### src/include/an_np_defs.svh
// Offsets, field positions and reset values of the next page transmit block.
// Plain constants only; included by the package, whose inclusion makes them visible to the design modules.
`ifndef AN_NP_DEFS_SVH
`define AN_NP_DEFS_SVH

// Register indexes; byte address on the bus is four times the index
`define NP_IDX_EXPANSION 5'h06
`define NP_IDX_NEXT_PAGE 5'h07
`define NP_IDX_STATUS 5'h1e

// Next page word field positions
`define NP_BIT_MORE 15
`define NP_BIT_RSVD 14
`define NP_BIT_MSG 13
`define NP_BIT_COMPLY 12
`define NP_BIT_TOGGLE 11
`define NP_CODE_HI 10
`define NP_CODE_LO 0

// Next page word reset values
`define NP_RST_MORE 1'b0
`define NP_RST_MSG 1'b1
`define NP_RST_COMPLY 1'b0
`define NP_RST_TOGGLE 1'b0
`define NP_RST_CODE 11'h001

// Expansion status field position and value
`define NP_BIT_LOCAL_CAPABLE 2
`define NP_LOCAL_CAPABLE 1'b1

// Status register field positions
`define NP_ST_FRESH 0
`define NP_ST_STALE 1
`define NP_ST_COUNT_HI 15
`define NP_ST_COUNT_LO 8

`endif

### src/include/an_np_pkg.sv
// Types shared by the next page transmit block and its helper modules.
// Assumes the constants header sits on the include path.
package an_np_pkg;
  `include "an_np_defs.svh"

  typedef logic [15:0] word_t;
  typedef logic [10:0] code_t;

  // Bus slave phase
  typedef enum logic {ph_idle, ph_access} apb_phase_e;

  // Register selected by an address
  typedef enum logic [1:0] {sel_none, sel_expansion, sel_next_page, sel_status} reg_sel_e;

  typedef struct packed {
    apb_phase_e phase;
    logic [31:0] rdata;
    logic err;
  } apb_port_s;

  typedef struct packed {
    logic toggle;
  } toggle_s;

  typedef struct packed {
    logic more;
    logic msg;
    logic comply;
    code_t code;
    word_t tx_word;
    logic fresh;
    logic stale;
    logic [7:0] sent_count;
  } np_state_s;
endpackage

### src/hw/np_toggle_track.sv
// Keeps the toggle bit of the next page word opposite to the last exchange.
// Assumes the exchange pulse comes from arbitration logic on the same clock.
`timescale 1ns/10ps
module np_toggle_track (
  input wire logic clock_in,
  input wire logic rstn_in,
  input wire logic clk_en_in,
  input wire logic exchange_done_in,
  input wire logic exchanged_toggle_in,
  output logic toggle_out
);
  import an_np_pkg::*;

  toggle_s state_q;
  toggle_s state_d;

  // Next toggle value
  always_comb begin
    state_d = state_q;
    if (exchange_done_in) begin
      state_d.toggle = ~exchanged_toggle_in;
    end
  end

  // State register, frozen while the clock enable is low
  always_ff @(posedge clock_in) begin
    if (!rstn_in) begin
      state_q <= '{toggle: `NP_RST_TOGGLE};
    end else if (clk_en_in) begin
      state_q <= state_d;
    end
  end

  assign toggle_out = state_q.toggle;
endmodule // np_toggle_track

### src/hw/np_apb_port.sv
// APB slave handshake: captures read data in the setup phase, answers in
// the first access cycle. Assumes the caller decodes the address.
`timescale 1ns/10ps
module np_apb_port (
  input wire logic clock_in,
  input wire logic rstn_in,
  input wire logic clk_en_in,
  input wire logic psel_in,
  input wire logic penable_in,
  input wire logic pwrite_in,
  input wire logic [31:0] rd_value_in,
  input wire logic addr_bad_in,
  output logic [31:0] prdata_out,
  output logic pready_out,
  output logic pslverr_out,
  output logic wr_stb_out
);
  import an_np_pkg::*;

  apb_port_s state_q;
  apb_port_s state_d;
  logic done;

  // Ready is gated by the enable so a frozen block never loses a transfer
  assign done = (state_q.phase == ph_access) && psel_in && penable_in && clk_en_in;

  // Phase tracking and read data capture
  always_comb begin
    state_d = state_q;
    case (state_q.phase)
      ph_idle: begin
        if (psel_in && !penable_in) begin
          state_d.phase = ph_access;
          state_d.err = addr_bad_in;
          state_d.rdata = pwrite_in ? 32'h0000_0000 : rd_value_in;
        end
      end
      ph_access: begin
        if (done) begin
          state_d.phase = ph_idle;
        end
      end
      default: begin
        state_d.phase = ph_idle;
      end
    endcase
  end

  // State register
  always_ff @(posedge clock_in) begin
    if (!rstn_in) begin
      state_q <= '{phase: ph_idle, rdata: 32'h0000_0000, err: 1'b0};
    end else if (clk_en_in) begin
      state_q <= state_d;
    end
  end

  assign pready_out = done;
  assign pslverr_out = done && state_q.err;
  assign prdata_out = state_q.rdata;
  assign wr_stb_out = done && pwrite_in && !state_q.err;
endmodule // np_apb_port

### src/hw/an_next_page_transmit_reg.sv
// Next page transmit register with its APB slave and arbitration hand-off.
// Assumes the arbitration logic runs on clock_in and pulses its strobes
// for one enabled cycle each.
//
// Decided for this implementation: the APB register port.
`timescale 1ns/10ps
module an_next_page_transmit_reg #(
  parameter int ADDR_W = 8
) (
  input wire logic clock_in,
  input wire logic rstn_in,
  input wire logic clk_en_in,
  input wire logic [ADDR_W-1:0] paddr_in,
  input wire logic psel_in,
  input wire logic penable_in,
  input wire logic pwrite_in,
  input wire logic [31:0] pwdata_in,
  output logic [31:0] prdata_out,
  output logic pready_out,
  output logic pslverr_out,
  input wire logic page_take_in,
  input wire logic exchange_done_in,
  input wire logic exchanged_toggle_in,
  output an_np_pkg::word_t tx_word_out,
  output logic local_pages_capable_out,
  output logic word_fresh_out
);
  import an_np_pkg::*;

  // ************************************************************
  // Elaboration checks
  // ************************************************************

  // The highest index needs seven byte address bits
  generate
    if (ADDR_W < 7) begin : g_bad_addr_w
      $error("ADDR_W must be at least 7");
    end
  endgenerate

  // ************************************************************
  // Address decode
  // ************************************************************

  // Maps a byte address to a register; misaligned or unknown is none
  function automatic reg_sel_e reg_sel(input logic [ADDR_W-1:0] addr);
    logic [4:0] idx;
    reg_sel_e sel;
    idx = addr[6:2];
    sel = sel_none;
    if (addr[1:0] == 2'h0 && (addr >> 7) == '0) begin
      case (idx)
        `NP_IDX_EXPANSION: sel = sel_expansion;
        `NP_IDX_NEXT_PAGE: sel = sel_next_page;
        `NP_IDX_STATUS: sel = sel_status;
        default: sel = sel_none;
      endcase
    end
    return sel;
  endfunction

  // ************************************************************
  // State and helper signals
  // ************************************************************

  np_state_s state_q;
  np_state_s state_d;
  logic toggle;
  logic wr_stb;
  logic addr_bad;
  logic [31:0] rd_value;
  word_t cur_word;

  // ************************************************************
  // Helper modules
  // ************************************************************

  // Bus handshake; decode is done here so the port stays generic
  np_apb_port u_apb (
    .clock_in(clock_in),
    .rstn_in(rstn_in),
    .clk_en_in(clk_en_in),
    .psel_in(psel_in),
    .penable_in(penable_in),
    .pwrite_in(pwrite_in),
    .rd_value_in(rd_value),
    .addr_bad_in(addr_bad),
    .prdata_out(prdata_out),
    .pready_out(pready_out),
    .pslverr_out(pslverr_out),
    .wr_stb_out(wr_stb)
  );

  // Toggle kept opposite to the last link code word exchanged
  np_toggle_track u_toggle (
    .clock_in(clock_in),
    .rstn_in(rstn_in),
    .clk_en_in(clk_en_in),
    .exchange_done_in(exchange_done_in),
    .exchanged_toggle_in(exchanged_toggle_in),
    .toggle_out(toggle)
  );

  assign addr_bad = (reg_sel(paddr_in) == sel_none);

  // ************************************************************
  // Next page word assembly
  // ************************************************************

  // Current register image as software sees it
  always_comb begin
    cur_word = 16'h0000;
    cur_word[`NP_BIT_MORE] = state_q.more;
    cur_word[`NP_BIT_RSVD] = 1'b0;
    cur_word[`NP_BIT_MSG] = state_q.msg;
    cur_word[`NP_BIT_COMPLY] = state_q.comply;
    cur_word[`NP_BIT_TOGGLE] = toggle;
    // code passed as written, meaning set by page type
    cur_word[`NP_CODE_HI:`NP_CODE_LO] = state_q.code;
  end

  // ************************************************************
  // Read data
  // ************************************************************

  // Read mux; unused bits of every register read as zero
  always_comb begin
    rd_value = 32'h0000_0000;
    case (reg_sel(paddr_in))
      sel_next_page: begin
        rd_value[15:0] = cur_word;
      end
      sel_expansion: begin
        rd_value[`NP_BIT_LOCAL_CAPABLE] = `NP_LOCAL_CAPABLE;
      end
      sel_status: begin
        rd_value[`NP_ST_FRESH] = state_q.fresh;
        rd_value[`NP_ST_STALE] = state_q.stale;
        rd_value[`NP_ST_COUNT_HI:`NP_ST_COUNT_LO] = state_q.sent_count;
      end
      default: begin
        rd_value = 32'h0000_0000;
      end
    endcase
  end

  // ************************************************************
  // Register update
  // ************************************************************

  // Writes and arbitration hand-off; a take samples the old fields
  always_comb begin
    state_d = state_q;
    if (page_take_in) begin
      state_d.tx_word = cur_word;
      state_d.stale = ~state_q.fresh;
      state_d.fresh = 1'b0;
      state_d.sent_count = state_q.sent_count + 8'h01;
    end
    // Software write wins over the take clearing the fresh flag
    if (wr_stb && reg_sel(paddr_in) == sel_next_page) begin
      state_d.more = pwdata_in[`NP_BIT_MORE];
      state_d.msg = pwdata_in[`NP_BIT_MSG];
      state_d.comply = pwdata_in[`NP_BIT_COMPLY];
      state_d.code = pwdata_in[`NP_CODE_HI:`NP_CODE_LO];
      state_d.fresh = 1'b1;
    end
  end

  // State register, frozen while the clock enable is low
  always_ff @(posedge clock_in) begin
    if (!rstn_in) begin
      state_q <= '{
        more: `NP_RST_MORE,
        msg: `NP_RST_MSG,
        comply: `NP_RST_COMPLY,
        code: `NP_RST_CODE,
        tx_word: 16'h2001,
        fresh: 1'b0,
        stale: 1'b0,
        sent_count: 8'h00
      };
    end else if (clk_en_in) begin
      state_q <= state_d;
    end
  end

  // ************************************************************
  // Outputs
  // ************************************************************

  // Word held for the arbitration logic until the next take
  assign tx_word_out = state_q.tx_word;
  assign local_pages_capable_out = `NP_LOCAL_CAPABLE;
  assign word_fresh_out = state_q.fresh;
endmodule // an_next_page_transmit_reg

### config.mk
export PLATFORM = sky130hd
export DESIGN_NAME = an_next_page_transmit_reg
export DESIGN_NICKNAME = d
export VERILOG_FILES = /design/src/include/an_np_pkg.sv /design/src/hw/np_toggle_track.sv /design/src/hw/np_apb_port.sv /design/src/hw/an_next_page_transmit_reg.sv
export VERILOG_INCLUDE_DIRS = /design/src /design/src/include
export SDC_FILE = /design/constraint.sdc
export NUM_CORES = 1
export LEC_CHECK = 0
export ABC_AREA = 0
export BUFFER_PORTS_ARGS = -buffer_cell sky130_fd_sc_hd__clkbuf_2
export CORE_ASPECT_RATIO = 1.5
export CORE_MARGIN = 10
export CORE_UTILIZATION = 45
export DETAILED_ROUTE_END_ITERATION = 12
export GPL_TIMING_DRIVEN = 0
export PLACE_DENSITY = 0.82
export SLEW_MARGIN = 20
export SYNTH_ARGS = -nofsm -noshare
export SYNTH_HDL_FRONTEND = slang
export SYNTH_SLANG_ARGS = --single-unit
### constraint.sdc
create_clock -name clock_in -period 2.8 [get_ports clock_in]
set_input_delay 0 -clock clock_in [delete_from_list [all_inputs] [get_ports clock_in]]
set_output_delay 0 -clock clock_in [all_outputs]
set_load 0.02 [all_outputs]
-- After elaboration in Yosys (flattened, before gate mapping)
Cells that the tools add are included.
- register bits: 74
- output and inout port bits: 52
- bits of input ports: 49
- add/sub/neg operators: 1
- equal/unequal tests: 6
- mux-type cells: 12
- bitwise logic cells: 3
- reduce and logical (&&, ||, !) cells: 20
- operators by type and width (kind ; count):
    $mux W34 ; 1
    $mux W16 ; 1
    $pmux W8 S2 ; 1
    $eq A5 B3 Y1 const B ; 2
    $mux W10 ; 1
    $logic_and A1 B1 Y1 ; 9
    $add A8 B1 Y8 const B ; 1
    $logic_not A8 Y1 ; 1
    $reduce_and A2 Y1 ; 4
    $pmux W2 S3 ; 1
    $eq A5 B5 Y1 const B ; 1
    $mux W5 ; 1
    $eq A2 B2 Y1 const B ; 2
    $logic_not A2 Y1 ; 2
    $pmux W1 S2 ; 2
    $pmux W2 S2 ; 1
    $not A1 Y1 ; 3
    $reduce_and A3 Y1 ; 1
    $eq A2 B1 Y1 const B ; 1
    $logic_not A1 Y1 ; 2
    $mux W1 ; 2
    $mux W2 ; 1
    $reduce_bool A2 Y1 ; 1

-- Longest topological paths before layout
- word-level depth: 8
- depth in mapped cells: 9
- gate-level depth less buffers: 7

-- Cells and area by module
Synthesis repeated with hierarchy kept, for this count alone.
- cell total of the unflattened synthesis: 416
- area total of the unflattened synthesis: 3619.7 um^2
- by module, submodules not included (module ; area an instance (um^2) ; cells an instance ; instances ; sequential area each (um^2)):
    an_next_page_transmit_reg ; 1793.0 ; 226 ; 1 ; 780.7
    np_apb_port ; 1789.2 ; 186 ; 1 ; 680.7
    np_toggle_track ; 37.5 ; 4 ; 1 ; 20.0

-- Worst setup path after synthesis
No wires, ideal clock.
- kind: input -> register
- from: in paddr_in[1]
- to: reg state_q, in the netlist cur_word[0]
- required time: 2.664 ns
- stages on the path: 8
- library setup time: 0.136 ns
- arrival time: 1.790 ns
- setup slack: 0.874 ns
- cells stage by stage: or4_1 -> or3_1 -> ha_1 -> and3b_1 -> clkbuf_1 -> buf_2 -> nand3_1 -> nand3_1
- word-level cells in the longest chain between the ends: 6
- ends and longest elaborated chain (item ; RTL line ; RTL):
    start, declared ; an_next_page_transmit_reg.sv:13 ; input wire logic [ADDR_W-1:0] paddr_in,
    $logic_not A2 Y1 ; an_next_page_transmit_reg.sv:51 ; if (addr[1:0] == 2'h0 && (addr >> 7) == '0) begin
    $logic_and A1 B1 Y1 ; an_next_page_transmit_reg.sv:51 ;
    $mux W2 ; an_next_page_transmit_reg.sv:51 ;
    $eq A2 B2 Y1 ; an_next_page_transmit_reg.sv:161 ; if (wr_stb && reg_sel(paddr_in) == sel_next_page) begin
    $logic_and A1 B1 Y1 ; an_next_page_transmit_reg.sv:161 ;
    $reduce_and A2 Y1 (no source line) ; n/a ;
    end signal, assigned ; an_next_page_transmit_reg.sv:173 ; state_q <= '{
    end signal, assigned ; an_next_page_transmit_reg.sv:184 ; state_q <= state_d;
    end, declared ; an_next_page_transmit_reg.sv:66 ; np_state_s state_q;
Every way passes these cells.
A chain may end at the register's enable or synchronous reset.

-- Final worst setup path
- from: in paddr_in[1]
- to: reg u_apb.state_q, in the netlist u_apb.prdata_out[9]
- word-level cells in the longest chain between the ends: 6
- ends and longest elaborated chain (item ; RTL line ; RTL):
    $logic_not A2 Y1 (*) ; an_next_page_transmit_reg.sv:51 ;
    $logic_and A1 B1 Y1 (*) ; an_next_page_transmit_reg.sv:51 ;
    $mux W2 (*) ; an_next_page_transmit_reg.sv:51 ;
    $eq A2 B2 Y1 ; an_next_page_transmit_reg.sv:129 ; case (reg_sel(paddr_in))
    $pmux W8 S2 (*) ; an_next_page_transmit_reg.sv:129 ;
    $mux W16 (*) ; np_apb_port.sv:35 ; state_d.rdata = pwrite_in ? 32'h0000_0000 : rd_value_in;
    end signal, assigned ; np_apb_port.sv:52 ; state_q <= '{phase: ph_idle, rdata: 32'h0000_0000, err: 1'b0};
    end signal, assigned ; np_apb_port.sv:54 ; state_q <= state_d;
    end, declared ; np_apb_port.sv:20 ; apb_port_s state_q;
Every way passes the cells marked *; elsewhere a longest branch is shown, timed or not.

==> metrics.md <==
| Metric | Value |
|---|---|
| Overall via count from detail_route | `2661` |
| Worst setup EP type | `flip-flop` |
| Predominant post-synthesis flop cell | `sky130_fd_sc_hd__dfxtp_1` |
| Final worst path period need | `1.96 ns` |
| R2r worst-path depth | `5` |
| Net load switching power | `418 µW` |
| Core region area | `0.00609 mm²` |
| Share of async-settable or async-resettable flops after synthesis | `0%` |
| Final non-filler cell total | `529` |
| Pin count of the biggest net entering global routing | `11` |
| Worst setup SP type | `primary input` |
| Htree depth | `3` |
| Category of the most critical setup path | `in -> reg` |
| Placement Rows | `35` |
| Largest area contributor in the netlist | `sky130_fd_sc_hd__dfxtp_1` |
| Number of distinct standard cells referenced by the synthesized netlist | `37` |
| Remaining routing DRC violations | `0` |
| Worst reg2reg setup slack | `1.32 ns` |
| Slew at the pin with the worst max-slew slack | `0.576 ns` |
| Run status | `completed` |
| Via count of the first global-routing pass | `2610` |
| Share of power burned in combinational logic | `9.8%` |
| Top achievable clock speed | `0.510 GHz` |
| Sequence of cells on the critical path | `clkbuf_2 > or4_1 > a21oi_1 > ha_1 > nor2b_1 > clkbuf_1 > nand3_1 > a31oi_1` |
| Register area share after synthesis | `41.7%` |
| Data arrival at the endpoint of the critical path | `2.22 ns` |
| Layout Area Growth over Synthesis | `28.9%` |
| Worst hold path type | `in -> reg` |
| CTS tree | `yes` |
| Fraction of power spent switching nets | `25.2%` |
| Clock-pin slew on the worst setup and hold paths | `0.06 ns` |
| CP max-delay cell | `sky130_fd_sc_hd__or4_1` |
| Worst slew margin relative to its limit | `61.6%` |
| Delay of the slowest critical-path stage | `0.58 ns` |
| Last weighted congestion value of the routability-driven placer | `0.840` |
| Remaining antenna violation count | `0` |
| Worst slack after detailed placement | `0.533 ns` |
| Part of the total power dissipated in the clock network | `39.6%` |
| Total routing usage reported by global routing | `14.9%` |
| Worst min-delay path startpoint | `clk_en_in` |
| First-pass GRT wire length | `11.9 mm` |
| Final net count | `504` |
| Number of vias per cell after detailed routing | `5.03` |
| Hold Path Depth | `4` |
| Clock Latency Late Sink | `0.34 ns` |
| Diodes inserted | `0` |
| Reported leakage power | `1.53 nW` |
| Setup Total Neg Slack | `0 ns` |
| Die span in x | `84.2 µm` |
| Initial core utilization | `45.7%` |
| Worst Setup SP | `paddr_in[1]` |
| Final Total Pwr | `1.66 mW` |
| Worst clock skew on the final layout | `0.00661 ns` |
| Critical register-to-register path endpoint | `cur_word[12]` |
| Final HPWL DP | `5.65 mm` |
| Worst r2r src | `u_apb.state_q[33]` |
| Number of sinks driven by the clock tree | `58` |
| Setup repair after global routing missed its margin | `no` |
| Number of synthesized register bits | `58` |
| Post-DR wirelength/cell | `14.0 µm` |
| EDFF count, synth | `0` |
| Die outline height | `116 µm` |
| Endpoints failing hold | `0` |
| Data required, critical path | `3.06 ns` |
| Number of buffers inserted by port buffering | `62` |
| Total routed wirelength | `7.43 mm` |
| Area share of the largest cell type after synthesis | `41.7%` |
| Clock Root Buffer | `sky130_fd_sc_hd__clkbuf_8` |
| Syn Inst Count | `344` |
| Total congestion overflow after global routing | `0` |
| Count of synthesis-stage warnings from yosys | `0` |
| Share of layout cells above drive strength 1 | `30.5%` |
| Sequential fraction of design power | `50.6%` |
| Main area contributors after synthesis | `sky130_fd_sc_hd__dfxtp_1 (42%), sky130_fd_sc_hd__buf_4 (13%), sky130_fd_sc_hd__nand3_1 (8.1%)` |
| Final setup violation count | `0` |
| Smallest setup slack after layout | `0.841 ns` |
| Die footprint | `0.00979 mm²` |
| Top-level port count | `101` |
| # Post-CTS Setup Buffers | `0` |
| Biggest fanout along the worst timing path | `10` |
| Violation count after the first detailed-routing iteration | `292` |
| Pwr/cell area | `462 mW/mm²` |
| Slew Limit Fails | `0` |
| Maximum resistive drop on vdd | `0.237 mV` |
| Cell total after placement | `496` |
| Number of antenna violations at the first check in global routing | `0` |
| Total CTS buffers | `9` |
| Share of the cycle needed by the critical path after routing | `70.0%` |
| Average footprint of a synthesized cell | `8.09 µm²` |
| P_int | `1.24 mW` |
| Hold slack final | `0.0325 ns` |
| Syn Std Cell Area | `0.00278 mm²` |
| Worst setup path endpoint | `u_apb.prdata_out[9]` |
| Max-capacitance violation count | `0` |
| Worst-case clock buffer depth | `2` |
| TritonRoute pass-1 iters | `4` |
==> power by group through the flow <==
stage / Clock, mW / Combinational, mW / Sequential [mW]
5_1_grt: 0.700 / 0.177 / 0.839
3_3_place_gp: 0 / 0.138 / 0.856
3_5_place_dp: 0 / 0.141 / 0.857
6_report: 0.657 / 0.163 / 0.838
2_1_floorplan: 0 / 0.0973 / 0.855
4_1_cts: 0.670 / 0.161 / 0.838
==> cell type report <==
cell class	instances	area [µm²]
buffer	72	482
clock buffer	10	138
clock inverter	6	32.5
fill	577	2500
inverter	3	11.3
multi-input combinational	227	1190
sequential	58	1160
tap	74	92.6
timing repair buffer	79	480
==> per-layer routing <==
metal / vias up / global-route usage [%] / wire length [µm]
met5: - / 0 / 0
met4: 0 / 9.52 / 300
met3: 22 / 5.79 / 765
met2: 135 / 24.7 / 3590
met1: 1175 / 15.4 / 2780
li1: 1329 / - / -
==> synthesized netlist by cell type, types with 3 or more instances <==
library cell	count
sky130_fd_sc_hd__a21oi_1	41
sky130_fd_sc_hd__nor2_1	5
sky130_fd_sc_hd__clkbuf_1	13
sky130_fd_sc_hd__dfxtp_1	58
sky130_fd_sc_hd__o21ai_0	16
sky130_fd_sc_hd__nand3_1	45
sky130_fd_sc_hd__ha_1	5
sky130_fd_sc_hd__buf_4	50
sky130_fd_sc_hd__or3_1	3
sky130_fd_sc_hd__buf_2	7
sky130_fd_sc_hd__nand4_1	3
sky130_fd_sc_hd__nand2_1	55
sky130_fd_sc_hd__a31oi_1	9
==> registers in the layout, indices dropped and copies added (netlist names) <==
name and flops:
u_apb.prdata_out 16, tx_word_out 15, cur_word 14, state_q 9, u_apb.state_q 2, u_toggle.toggle_out 1
word_fresh_out 1
==> worst max-delay path, delay by kind of cell <==
kind | cells | cell delay (ns)
compound gates | 2 | 0.39
simple gates | 3 | 1.14
fa+ha+maj | 1 | 0.24
buf+inv | 2 | 0.44
==> worst min path at each step <==
stage / endpoint
global route: state_q[2]
detailed placement: u_toggle.toggle_out
global placement: u_toggle.toggle_out
CTS: state_q[2]
floorplan: u_toggle.toggle_out
finish: state_q[2]
==> placed cells by master, fill, tap and decap left out, drive strengths merged, types with 3 or more instances in the layout <==
master	instances
nand2	55
or3	3
conb	18
clkinv	7
buf	59
ha	5
dfxtp	58
clkbuf	85
dlygate4sd3	17
a31oi	9
nand3	45
nand4	3
nor2	5
a21oi	41
o21ai	16
==> logic make-up after synthesis <==
logic type,synth area share (%)
AO/OA/AOI/OAI,13.7
adder cells (fa/ha/maj),2.25
AND/OR/NAND/NOR,22.7
other,0.270
XOR/XNOR,0.944
flip-flops,41.7
multiplexers,0.719
buffers and inverters,17.7
==> per-stage QoR <==
stage	utilization, %	area, µm²
floorplan	-	2840
global placement	53.3	3250
detailed placement	53.3	3250
CTS	58.9	3590
global route	58.9	3590
finish	58.9	3590
==> repair_timing <==
item / in CTS / in global routing
hold buffers: 17 / 0
endpoints found under the hold margin: 16 / 0
resized for setup: 0 / 0
Power figures use the tool's default switching activity.
